===== src/shared/ewg_map.vh =====
`ifndef EWG_MAP_VH
`define EWG_MAP_VH
// ----------------------------------------------------------------
// Register map (byte addresses, one word each)
// ----------------------------------------------------------------
`define EWG_ADDR_W 4
`define EWG_REG_CTRL 4'h0
`define EWG_REG_STAT 4'h4
`define EWG_REG_UNLOCK 4'h8
`define EWG_REG_WDCFG 4'hc
// CTRL fields
`define EWG_CTRL_WEL 0
`define EWG_CTRL_WEL_CLR 1
// STAT fields
`define EWG_STAT_WEL 0
`define EWG_STAT_BUSY 1
`define EWG_STAT_STANDBY 2
`define EWG_STAT_RESET 3
`define EWG_STAT_UNLOCKED 4
`define EWG_STAT_REFUSED 5
// Unlock keys, three steps
`define EWG_KEY1 8'h5a
`define EWG_KEY2 8'ha5
`define EWG_KEY3 8'h3c
`define EWG_WDCFG_RST 8'h00
// ----------------------------------------------------------------
// Timing
// ----------------------------------------------------------------
`define EWG_CLK_NS 5
`define EWG_PURST_NS 50000000
`define EWG_PURST_CYC (`EWG_PURST_NS / `EWG_CLK_NS)
`define EWG_WC_NS 5000000
`define EWG_WC_CYC (`EWG_WC_NS / `EWG_CLK_NS)
`define EWG_MEM_AW 9
`endif


===== src/hdl/ewg_timer.v =====
`timescale 1ns/10ps
// ----------------------------------------------------------------
// Down counter: busy from start until count reaches zero
// ----------------------------------------------------------------
module ewg_timer (
  input wire clk,
  input wire rst,
  input wire start,
  input wire [31:0] load,
  output wire busy
);
  reg [31:0] cnt_r;
  always @(posedge clk or posedge rst) begin
    if (rst) begin
      cnt_r <= 32'h0;
    end else if (start) begin
      cnt_r <= load;
    end else if (cnt_r != 32'h0) begin
      cnt_r <= cnt_r - 32'h1;
    end
  end
  assign busy = (cnt_r != 32'h0);
endmodule // ewg_timer


===== src/hdl/ewg_guard.v =====
// The address map and register access over Avalon-MM were left to the implementer.
`timescale 1ns/10ps
`include "ewg_map.vh"
// What this block does
// - After reset the device sits in standby until any start condition arrives, whatever the address.
// - The write enable latch clears at reset and while clear every two-wire array or control write is refused.
// - At reset the data line driver is released so the device only receives.
// - The system reset output stays asserted for the power-up reset time after reset.
// - Two-wire writes are accepted only while the write enable latch is set, which the master sets first.
// - A write cycle starts at stop only if the right clock count and bit sequence came before it.
// - Control writes changing watchdog or protection need a three-step unlock first, else refused.
// - While the protect input is high every array and register write is blocked.
// - A stop mid-byte or before one full data byte and acknowledge drops the transaction unchanged.
// - During the internal write cycle the device does not acknowledge its slave address.
module ewg_guard #(
  parameter PURST_CYC = `EWG_PURST_CYC,
  parameter WC_CYC = `EWG_WC_CYC
) (
  input wire MCLK,
  input wire RST,
  input wire [3:0] AVS_ADDRESS,
  input wire AVS_READ,
  input wire AVS_WRITE,
  input wire [31:0] AVS_WRITEDATA,
  input wire [3:0] AVS_BYTEENABLE,
  output reg [31:0] AVS_READDATA,
  output wire AVS_WAITREQUEST,
  input wire SCL,
  input wire SDA_IN,
  output wire SDA_OUT,
  output wire SDA_OE,
  input wire WP,
  output wire SYS_RESET,
  output reg MEM_WE,
  output reg [8:0] MEM_ADDR,
  output reg [7:0] MEM_WDATA,
  output reg [7:0] WDCFG
);
  // ----------------------------------------------------------------
  // States
  // ----------------------------------------------------------------
  localparam ST_IDLE = 6'b000001;
  localparam ST_DEV = 6'b000010;
  localparam ST_ADDR = 6'b000100;
  localparam ST_DATA = 6'b001000;
  localparam ST_ACK = 6'b010000;
  localparam ST_IGN = 6'b100000;

  reg [5:0] st_r;
  reg [5:0] st_nxt;
  reg scl_d_r, sda_d_r;
  reg [3:0] bit_r;
  reg [7:0] sh_r;
  reg ctl_sel_r, a8_r, is_rd_r;
  reg [5:0] ack_from_r;
  reg got_data_r;
  reg [7:0] wbyte_r;
  reg [8:0] waddr_r;
  reg ack_r;
  reg wel_r, unlocked_r, refused_r;
  reg [1:0] key_step_r;
  reg wc_start_r;
  reg wc_is_ctl_r;
  reg ack_q_r;
  wire wc_busy;
  wire purst_busy;
  reg first_r;

  // ----------------------------------------------------------------
  // Timers
  // ----------------------------------------------------------------
  ewg_timer u_purst (
    .clk(MCLK),
    .rst(RST),
    .start(first_r),
    .load(PURST_CYC),
    .busy(purst_busy)
  );
  ewg_timer u_wc (
    .clk(MCLK),
    .rst(RST),
    .start(wc_start_r),
    .load(WC_CYC),
    .busy(wc_busy)
  );

  always @(posedge MCLK or posedge RST) begin
    if (RST) begin
      first_r <= 1'b1;
    end else begin
      first_r <= 1'b0;
    end
  end
  // The first edge after reset loads the timer, so first_r covers that edge
  assign SYS_RESET = first_r | purst_busy;

  // ----------------------------------------------------------------
  // Two-wire line decode
  // ----------------------------------------------------------------
  wire scl_rise = SCL & ~scl_d_r;
  wire scl_fall = ~SCL & scl_d_r;
  // Start and stop are data line edges while the clock stays high
  wire start_c = SCL & scl_d_r & sda_d_r & ~SDA_IN;
  wire stop_c = SCL & scl_d_r & ~sda_d_r & SDA_IN;
  wire [7:0] byte_in = {sh_r[6:0], SDA_IN};
  // Only an open-drain low is driven; released otherwise
  assign SDA_OUT = 1'b0;
  assign SDA_OE = ack_r;

  function key_of;
    input [1:0] step;
    input [7:0] val;
    begin
      case (step)
        2'd0: key_of = (val == `EWG_KEY1);
        2'd1: key_of = (val == `EWG_KEY2);
        default: key_of = (val == `EWG_KEY3);
      endcase
    end
  endfunction

  // Write allowed only with latch set, pin low, and unlock for control
  wire write_ok = wel_r & ~WP & (~ctl_sel_r | unlocked_r);

  always @* begin
    st_nxt = st_r;
    case (st_r)
      ST_IDLE: st_nxt = st_r;
      ST_DEV: if (bit_r == 4'd8 && scl_rise) st_nxt = ST_ACK;
      ST_ADDR: if (bit_r == 4'd8 && scl_rise) st_nxt = ST_ACK;
      ST_DATA: if (bit_r == 4'd8 && scl_rise) st_nxt = ST_ACK;
      ST_ACK: st_nxt = st_r;
      ST_IGN: st_nxt = st_r;
      default: st_nxt = ST_IDLE;
    endcase
  end

  always @(posedge MCLK or posedge RST) begin
    if (RST) begin
      st_r <= ST_IDLE;
      scl_d_r <= 1'b1;
      sda_d_r <= 1'b1;
      bit_r <= 4'h0;
      sh_r <= 8'h00;
      ctl_sel_r <= 1'b0;
      a8_r <= 1'b0;
      is_rd_r <= 1'b0;
      ack_from_r <= ST_IDLE;
      got_data_r <= 1'b0;
      wbyte_r <= 8'h00;
      waddr_r <= 9'h000;
      ack_r <= 1'b0;
      wc_start_r <= 1'b0;
      wc_is_ctl_r <= 1'b0;
      ack_q_r <= 1'b0;
    end else begin
      scl_d_r <= SCL;
      sda_d_r <= SDA_IN;
      wc_start_r <= 1'b0;
      if (start_c) begin
        st_r <= ST_DEV;
        bit_r <= 4'h0;
        got_data_r <= 1'b0;
        ack_r <= 1'b0;
      end else if (stop_c) begin
        // Partial byte or no acked data byte: nothing written
        // The clock rise ahead of a stop in the data state counts as one bit, so a clean
        // stop after an acked data byte shows a count of exactly one
        if (got_data_r && st_r == ST_DATA && bit_r == 4'd1 && !is_rd_r && write_ok) begin
          wc_start_r <= 1'b1;
          wc_is_ctl_r <= ctl_sel_r;
        end
        st_r <= ST_IDLE;
        got_data_r <= 1'b0;
        ack_r <= 1'b0;
      end else begin
        if (scl_rise && (st_r == ST_DEV || st_r == ST_ADDR || st_r == ST_DATA)) begin
          sh_r <= byte_in;
          bit_r <= bit_r + 4'd1;
          if (bit_r == 4'd7) begin
            ack_from_r <= st_r;
            case (st_r)
              ST_DEV: begin
                ctl_sel_r <= byte_in[4];
                a8_r <= byte_in[1];
                is_rd_r <= byte_in[0];
                // Busy write cycle: stay silent so the master can poll
                ack_q_r <= (byte_in[7:5] == 3'b101) && (byte_in[3:2] == 2'b00) && !wc_busy;
              end
              ST_ADDR: begin
                waddr_r <= {a8_r, byte_in};
                ack_q_r <= 1'b1;
              end
              ST_DATA: begin
                wbyte_r <= byte_in;
                ack_q_r <= 1'b1;
              end
              default: ack_q_r <= 1'b0;
            endcase
          end
        end
        if (scl_fall && bit_r == 4'd8 && st_r != ST_ACK) begin
          st_r <= ST_ACK;
          ack_r <= ack_q_r;
        end else if (scl_fall && st_r == ST_ACK) begin
          ack_r <= 1'b0;
          bit_r <= 4'h0;
          if (!ack_q_r) begin
            st_r <= ST_IGN;
          end else if (ack_from_r == ST_DEV) begin
            st_r <= is_rd_r ? ST_IGN : ST_ADDR;
          end else begin
            st_r <= ST_DATA;
            if (ack_from_r == ST_DATA) begin
              got_data_r <= 1'b1;
            end
          end
        end else if (st_nxt != st_r) begin
          st_r <= st_nxt;
        end
      end
    end
  end

  // ----------------------------------------------------------------
  // Nonvolatile commit at the start of the write cycle
  // ----------------------------------------------------------------
  always @(posedge MCLK or posedge RST) begin
    if (RST) begin
      MEM_WE <= 1'b0;
      MEM_ADDR <= 9'h000;
      MEM_WDATA <= 8'h00;
      WDCFG <= `EWG_WDCFG_RST;
    end else begin
      // Only the last data byte is kept; there is no page buffer
      MEM_WE <= wc_start_r & ~wc_is_ctl_r;
      if (wc_start_r) begin
        MEM_ADDR <= waddr_r;
        MEM_WDATA <= wbyte_r;
      end
      if (wc_start_r && wc_is_ctl_r) begin
        WDCFG <= wbyte_r;
      end
    end
  end

  // ----------------------------------------------------------------
  // Avalon-MM slave, one wait state on reads
  // ----------------------------------------------------------------
  reg rd_done_r;
  wire bus_wr = AVS_WRITE & AVS_BYTEENABLE[0];
  // Writes finish at once; reads wait one cycle as the read data is registered
  assign AVS_WAITREQUEST = AVS_READ & ~rd_done_r;
  wire reg_wr_ok = bus_wr & ~WP;

  always @(posedge MCLK or posedge RST) begin
    if (RST) begin
      wel_r <= 1'b0;
      unlocked_r <= 1'b0;
      key_step_r <= 2'd0;
      refused_r <= 1'b0;
      rd_done_r <= 1'b0;
      AVS_READDATA <= 32'h0;
    end else begin
      rd_done_r <= AVS_READ & ~rd_done_r;
      if (AVS_READ && !rd_done_r) begin
        case (AVS_ADDRESS)
          `EWG_REG_CTRL: AVS_READDATA <= {31'h0, wel_r};
          `EWG_REG_STAT: AVS_READDATA <= {26'h0, refused_r, unlocked_r, SYS_RESET,
                                          (st_r == ST_IDLE), wc_busy, wel_r};
          `EWG_REG_WDCFG: AVS_READDATA <= {24'h0, WDCFG};
          default: AVS_READDATA <= 32'h0;
        endcase
      end
      if (reg_wr_ok && AVS_ADDRESS == `EWG_REG_CTRL) begin
        if (AVS_WRITEDATA[`EWG_CTRL_WEL_CLR]) begin
          wel_r <= 1'b0;
        end else if (AVS_WRITEDATA[`EWG_CTRL_WEL]) begin
          wel_r <= 1'b1;
        end
      end
      if (reg_wr_ok && AVS_ADDRESS == `EWG_REG_UNLOCK) begin
        if (key_of(key_step_r, AVS_WRITEDATA[7:0])) begin
          key_step_r <= (key_step_r == 2'd2) ? 2'd0 : key_step_r + 2'd1;
          if (key_step_r == 2'd2) begin
            unlocked_r <= 1'b1;
          end
        end else begin
          key_step_r <= 2'd0;
        end
      end
      // Unlock is spent by one control write
      if (wc_start_r && wc_is_ctl_r) begin
        unlocked_r <= 1'b0;
      end
      // A refusal in the clearing cycle wins; the clear is a register write, so the pin blocks it too
      if (stop_c && got_data_r && !is_rd_r && !write_ok) begin
        refused_r <= 1'b1;
      end else if (reg_wr_ok && AVS_ADDRESS == `EWG_REG_STAT && AVS_WRITEDATA[`EWG_STAT_REFUSED]) begin
        refused_r <= 1'b0;
      end
    end
  end
endmodule // ewg_guard


===== config.mk =====
export PLATFORM = sky130hd
export DESIGN_NAME = ewg_guard
export DESIGN_NICKNAME = d
export VERILOG_FILES = /design/src/hdl/ewg_timer.v /design/src/hdl/ewg_guard.v
export VERILOG_INCLUDE_DIRS = /design/src /design/src/shared
export SDC_FILE = /design/constraint.sdc
export NUM_CORES = 1
export LEC_CHECK = 0
export ABC_AREA = 1
export ABC_CLOCK_PERIOD_IN_PS = 7400
export BUFFER_PORTS_ARGS = -buffer_cell sky130_fd_sc_hd__buf_2
export CAP_MARGIN = 40
export CORE_MARGIN = 2
export CORE_UTILIZATION = 58
export DETAILED_ROUTE_END_ITERATION = 7
export GPL_ROUTABILITY_DRIVEN = 0
export HOLD_SLACK_MARGIN = 0.1
export PLACE_DENSITY_LB_ADDON = 0.05
export SETUP_SLACK_MARGIN = 0.3
export SLEW_MARGIN = 20
export SYNTH_ARGS = -nofsm -noshare
export SYNTH_HDL_FRONTEND = slang
export SYNTH_SLANG_ARGS = --single-unit
export TNS_END_PERCENT = 50

===== constraint.sdc =====
create_clock -name MCLK -period 7.4 [get_ports MCLK]
set_input_delay 1.48 -clock MCLK [delete_from_list [all_inputs] [get_ports MCLK]]
set_output_delay 1.48 -clock MCLK [all_outputs]
set_load 0.05 [all_outputs]

# Word level (Yosys, flattened, before mapping)
# Cells that the tools add are included.
# classes
n_mux,47
n_addsub,4
eq_ne,25
reduce_logical,55
bitwise_logic,25
# ops
operator,n
2-to-1 mux 32 bit,4
nonzero test 32 bit,2
"subtractor 32 x 1 -> 32 bit, second input constant",2
2-to-1 mux 6 bit,9
one-hot mux 8 bit (3 select lines),1
2-to-1 mux 1 bit,23
logical AND 1 bit,20
2-to-1 mux 4 bit,5
AND reduction 5 bit,4
nonzero test 2 bit,7
bitwise AND 1 bit,13
"== test 4 bit, second input constant",3
"== test 6 x 2 -> 1 bit, second input constant",2
"== test 6 x 4 -> 1 bit, second input constant",2
one-hot mux 6 bit (2 select lines),1
NOT 1 bit,10
AND reduction 3 bit,3
nonzero test 3 bit,3
"== test 4 x 3 -> 1 bit, second input constant",2
"== test 8 x 6 -> 1 bit, second input constant",1
"== test 8 x 7 -> 1 bit, second input constant",1
"== test 8 bit, second input constant",1
"== test 6 x 1 -> 1 bit, second input constant",1
"== test 6 x 3 -> 1 bit, second input constant",1
other kinds (25),35
# word_totals
out_inout_bits,62
wordCells,185
reg_bits,179
in_bits,47

# Logic depth before layout (Yosys ltp)
# Gate-level depths: netlist (run 1).
# depth
depth_word,11
depth_mapped,11
mapped_depth_nobuf,11

# By module
# Synthesis (run 1) repeated with hierarchy kept, for this count alone.
# unflattened
hier_cells,1202
area_unflattened_um2,8690.8
# by_module_without_submodules
module,area_per_inst_um2,seq_area_each_um2,cells_each,instances
ewg_guard,4242.8,2283.4,498,1
ewg_timer at u_purst,2224.6,800.8,352,1
ewg_timer at u_wc,2223.4,800.8,352,1

# Least setup slack after synthesis (run 1)
# OpenSTA, ideal clock, no wires.
# synth_path
path_type,in2out
start,in AVS_READ
end,out AVS_WAITREQUEST
stages,2
arrival_ps,2079
t_required_ps,5920
slack_ps,3841
path_cell_list,inv_1 -> nor2_2
# synth_between
elab_chain_cells,1
# synth_rtl
element,line,source
from (decl),ewg_guard.v:22,"input wire AVS_READ,"
bitwise AND 1 bit,ewg_guard.v:253,assign AVS_WAITREQUEST = AVS_READ & ~rd_done_r;
to (decl),ewg_guard.v:27,"output wire AVS_WAITREQUEST,"
# No other way between the ends.

# Worst setup path after layout (run 1)
# Same ends and word-level chain as after synthesis.

==> impl_metrics.toml, run 1 <==
[timing]
hold_viol = 0
fin_skew_ns = 0.00843
rsz0062_at_grt = "false"
tns_ns = 0
slew_violations = 0
fin_crit_sh = 0.509
tightest_slew_ns = 0.649
fin_crit_ns = 3.77
relSlewSlack = 0.567
max_freq_ghz = 0.265
setup_viol = 0

[route]
vias = 7058
route.detailed.drc = 0
final_antenna_net_count = 0
first_iter_violations = 621
drt-wirelength-per-cell_um = 14.3
routed_wl_um = 19400
viasPerCell = 5.21
drt_first_pass_iters = 5

[layout]
final_cell_mix = "nand2_1 (284), nor2_1 (198), dfrtp_1 (150)"
fin_util = 0.663
layout-drive-gt1-share = 0.112
fin_nets = 1216
fillCellCount = 1249
syn_to_final_growth_pct = 11.7
final_common_cell = "nand2_1"

[floorplan]
core_area_mm2 = 0.0139
rows = 43
die_w_um = 123
die_h_um = 123
io_pins = 109
start_util = 0.594
die-area_mm2 = 0.0152

[min_path]
hold_path_class = "reg -> reg"

[synthesis]
synth_compound_area_frac = 0.0547
synth.distinct_cells = 41
synth-simple-area-share = 0.336
synth-xor-area-share = 0.0202
yosysWarningCount = 0
synth_top_family_by_area = "simple AND/OR/NAND/NOR gates"
synthAdderAreaFrac = 0.0106
synth_area_mm2 = 0.00824
ys_seq_area_frac = 0.472
yosys-top-cells-area = "dfrtp_1 (46%), nand2_1 (13%), nor2_1 (9.0%), inv_1 (6.0%), nand3_1 (6.0%)"
synth.area.mux_share = 0.00683
syn_area_per_cell_um2 = 7.48
ys_seq_elements = 155
synth_cells = 1102
synth_top_area_share = 0.456
yosys.area.top_type = "dfrtp_1"

[global_route]
antenna_found_initial = 0
grt_pass1_vias = 6888
grtUsageTotal = 0.277
grt_pass1_wl_um = 32600
grt_remaining_overflow = 0
grt_max_degree = 73

[place]
portBuffers = 56
dp_hpwl_um = 13800

[power]
peakVddDrop_mv = 0.161
p_leak_nw = 5.19
powerDensity_mw_per_mm2 = 206
power_mw = 1.90

[cts]
cts.reportedPaths.clkPinSlew_ns = 0.07
clock_sinks = 155
numCtsBuffers = 17
cts_tree = "built"
htreeDepth = 4
cts_setup_buffers = 0
cts_max_path_buffers = 2
cts_hold_buffers = 0
cts-resized-gates = 0
ctsRootBufferMaster = "clkbuf_16"
clk_latency_ns = 0.43

[run_status]
outcome = "completed"

[worst_setup_path]
end_kind = "primary output"
arrival_ns = 2.29
worstPathMaxFanout = 10
required_ns = 5.92
crit_type = "in -> out"
worstSetupStartpointType = "input port"

[job]
maxCapViolations = 0
final cells by class:
cell class	instances	area, um^2	share of cell area
well taps	180	225	0.0245
repair buffers	62	353	0.0383
clock buffers	18	439	0.0477
flip-flops and latches	155	3880	0.422
diodes	1	2.50	0.000272
clock inverters	14	150	0.0163
multi-input cells	789	3630	0.394
inverters	137	519	0.0564
cell usage after synthesis:
library cell  count
nor3_1           22
o21bai_1          6
nand3b_1          3
buf_4            28
nor2_1          198
or2_0             2
a21boi_0          1
nand4_1          21
inv_2             4
o21ai_1           4
o22ai_1           2
nor2_2            5
buf_2             3
conb_1            1
mux2_2            5
or2_2             3
nor2_8            1
buf_1             2
nand2_4           2
nand2_2           1
o31ai_1           2
ha_1              7
and3_1            1
o21ai_0          44
dfrtp_1         150
xnor2_1           5
nor2_4            2
or2_1             1
clkinv_1          1
inv_1           132
nor4_1            7
nand3_2           1
xor2_1           14
clkbuf_1         10
o21ai_2           8
nand2_1         284
nor3b_1           1
a21oi_1          12
dfstp_2           5
nand3_1          98
buf_6             3
stage by stage:
| step | worst slack [ns] | instances | hold slack, ns | cell area, um^2 |
|---|---|---|---|---|
| 6_report | 3.63 | 1356 | 0.461 | 9200 |
| 5_1_grt | 3.58 | 1355 | 0.473 | 9200 |
| 4_1_cts | 3.65 | 1354 | 0.464 | 9190 |
| 3_5_place_dp | 3.65 | 1322 | 0.452 | 8600 |
| 3_3_place_gp | 3.66 | 1320 | 0.438 | 8560 |
| 2_1_floorplan | 1.75 | 1127 | 0.426 | 8330 |
worst max-delay path, stage by stage:
cell,delay (ns)
buf_2,0.08
inv_1,0.04
nor2_2,0.34
buf_2,0.35
flip-flops by register name, summed over array words and instances (netlist names), 2 cells and up:
register,flops
u_purst.cnt_r,32
bit_r,4
AVS_READDATA,8
wbyte_r,8
key_step_r,2
MEM_ADDR,9
MEM_WDATA,8
WDCFG,8
ack_from_r,6
u_wc.cnt_r,32
waddr_r,9
sh_r,7
st_r,6
layer usage:
metal,routed length [um],vias up,track usage
met5,0,-,0
met1,8770,3329,0.371
li1,-,3545,-
met3,939,27,0.0577
met2,9410,157,0.454
met4,247,0,0.0895
final timing paths:
path	endpoint	startpoint	cells after the start	slack (ns)
max in group asynchronous	st_r[0]	RST	4	4.96
max reg2reg	u_purst.cnt_r[1]	u_purst.cnt_r[0]	10	4.88
min in group asynchronous	u_wc.cnt_r[23]	RST	2	1.15
min	ack_from_r[0]	ack_from_r[0]	2	0.46
max	AVS_WAITREQUEST	AVS_READ	4	3.63
min reg2reg	ack_from_r[0]	ack_from_r[0]	2	0.46
power breakdown:
part | internal (mW) | switching, mW
sequential | 0.864 | 0.0169
combinational | 0.0319 | 0.106
clock | 0.487 | 0.389
total | 1.38 | 0.512
logic make-up (layout without fill, tap and decap cells):
group,count (synthesis),after routing
AO/OA/AOI/OAI,79,79
XOR/XNOR,19,19
adder cells (fa/ha/maj),7,7
buffers and inverters,183,231
flip-flops,155,155
multiplexers,5,5
other,1,27
AND/OR/NAND/NOR,653,653
Note: power is estimated with default switching activity, not from simulation.
==> run 2: changes to the inputs <==
- ABC_AREA: 1 -> 0
- ABC_CLOCK_PERIOD_IN_PS: 7400 -> 3400
- CORE_UTILIZATION: 58 -> 52
- clock period: 7.4 -> 3.4 ns (I/O delays scaled with it)
==> impl_metrics.toml, run 2 <==
[cts]
cts.reportedPaths.clkPinSlew_ns = 0.06
htreeDepth = 4
cts_max_path_buffers = 2
clk_latency_ns = 0.42
clock_sinks = 155
numCtsBuffers = 17
ctsRootBufferMaster = "clkbuf_16"
cts_tree = "built"

[synthesis]
yosys-top-cells-area = "dfrtp_1 (49%), mux2_2 (8.4%), nor2_1 (3.1%), buf_4 (2.5%), xor2_1 (2.3%)"
netlist_top_cells_count = "dfrtp_1 (150), nor2_1 (64), mux2_2 (57)"
synth.most_common_cell = "dfrtp_1"
async_flop_share = 1.00
ys_seq_area_frac = 0.508
synth_area_mm2 = 0.00765
synth-edff-count = 0
synth_top_area_share = 0.490
yosysWarningCount = 0
synthFlopType = "dfrtp_1"
synth_cells = 713
syn_area_per_cell_um2 = 10.7
yosys.area.top_type = "dfrtp_1"
synth.distinct_cells = 65
ys_seq_elements = 155

[worst_setup_path]
path_delay_family = "simple AND/OR/NAND/NOR gates"
worstSetupStartpointType = "flop"
crit_buf_inv = 1
crit_type = "reg -> out"
crit_chain = "or4_4 -> nor2_1 -> nand3_2 -> or2_2 -> buf_2"
cpMaxStageDelayCell = "or4_4"
end_kind = "primary output"
max_stage_delay_ns = 0.61
worstPathMaxFanout = 7
arrival_ns = 2.36
required_ns = 2.72

[timing]
hold_viol = 0
tns_ns = 0
fin_hold_ws_ns = 0.422
setup_viol = 0
slew_violations = 0
fin_crit_sh = 0.893
fin_skew_ns = 0.0108
rsz0062_at_grt = "true"
max_freq_ghz = 0.329
fin_ws_ns = 0.364
fin_crit_ns = 3.04
relSlewSlack = 0.453
tightest_slew_ns = 0.821

[power]
pwr-share-clk = 0.471
powerDensity_mw_per_mm2 = 480
p_leak_nw = 4.17
p_int_mw = 3.13
power_frac_comb = 0.071
switching_share = 0.249
switchingPower_mw = 1.04
p_seq_frac = 0.459
power_mw = 4.17
peakVddDrop_mv = 0.424

[floorplan]
die-area_mm2 = 0.0157
die_w_um = 125
core_area_mm2 = 0.0145
rows = 44
io_pins = 109
die_h_um = 125
start_util = 0.529

[min_path]
hold_path_class = "in -> reg"

[route]
first_iter_violations = 553
final_antenna_net_count = 0
viasPerCell = 5.86
route.detailed.drc = 0
vias = 5661
routed_wl_um = 16800
drt-wirelength-per-cell_um = 17.3
drt_first_pass_iters = 5

[place]
placed_area_mm2 = 0.00804
dp_hpwl_um = 11300
portBuffers = 56
dp_slack_ns = 0.500
dp.cells = 931

[layout]
final_design_area_no_fill_mm2 = 0.00869
syn_to_final_growth_pct = 13.5
layout-drive-gt1-share = 0.238
diodes = 0
final_cell_mix = "dfrtp_1 (150), nor2_1 (64), mux2_2 (57)"
fillCellCount = 1228
fin_util = 0.600
largestRegisters = "u_purst.cnt_r: 32 flops, u_wc.cnt_r: 32 flops"
final_common_cell = "dfrtp_1"
fin_nets = 823
final_cells = 966

[run_status]
outcome = "completed"

[global_route]
antenna_found_initial = 1
grt_max_degree = 156
grt_pass1_wl_um = 28200
grt_pass1_vias = 5563
grtUsageTotal = 0.223
grt_remaining_overflow = 0

[job]
maxCapViolations = 0
## run 2: cell count changes in the layout (fill, tap and decap cells not counted), moves of 25 or more
cell     delta
nand2_1   -255
o21ai_0    -25
mux2_2     +52
nand3_1    -86
nor2_1    -134
inv_1     -119
## run 2: final cells by class
type	instances	area, um^2	area share
Sequential cell	155	3880	0.447
Multi-Input combinational cell	511	3500	0.402
Clock buffer	18	429	0.0494
Timing Repair Buffer	71	413	0.0475
Tap cell	184	230	0.0265
Clock inverter	14	181	0.0209
Inverter	13	52.6	0.00605
## run 2: kinds of logic after synthesis
kind of cell | synth area share
simple gates | 0.205
flops | 0.508
compound gates | 0.0979
buf+inv | 0.0492
mux | 0.0904
xor+xnor | 0.0378
fa+ha+maj | 0.0114
other cells | 0.000490
## run 2: layer usage
| layer | track usage | wire length [um] | part of all wire | vias to the layer above |
|---|---|---|---|---|
| met5 | 0 | 0 | 0 | - |
| li1 | - | - | - | 2697 |
| met1 | 0.298 | 7590 | 0.45 | 2823 |
| met3 | 0.0415 | 681 | 0.041 | 12 |
| met2 | 0.372 | 8280 | 0.49 | 129 |
| met4 | 0.0732 | 208 | 0.012 | 0 |
## run 2: power groups by stage
| stage | registers, mW | clock network [mW] | logic, mW |
|---|---|---|---|
| finish | 1.91 | 1.96 | 0.295 |
| global route | 1.92 | 2.07 | 0.326 |
| CTS | 1.91 | 1.99 | 0.297 |
| detailed placement | 1.94 | 0 | 0.297 |
| global placement | 1.94 | 0 | 0.290 |
| floorplan | 1.94 | 0 | 0.240 |
## run 2: path summary, 6_finish.rpt
path / startpoint / endpoint / slack, ns / cells after the start
min in group asynchronous: RST / rd_done_r / 0.48 / 3
setup / recovery: u_purst.cnt_r[13] / SYS_RESET / 0.36 / 5
max in group asynchronous: RST / u_purst.cnt_r[10] / 2.31 / 3
hold / removal: SDA_IN / sda_d_r / 0.42 / 1
setup reg to reg: u_wc.cnt_r[4] / u_wc.cnt_r[31] / 0.56 / 5
hold reg to reg: AVS_READDATA[6] / AVS_READDATA[6] / 0.48 / 2
## run 2: what timing repair did
item                                    4_1_cts  5_1_grt
resized for setup                             2        0
hold buffers                                  0        0
gates cloned                                  0        0
buffers inserted                              0        2
pin swaps                                     0        1
endpoints found under the setup margin        1        4
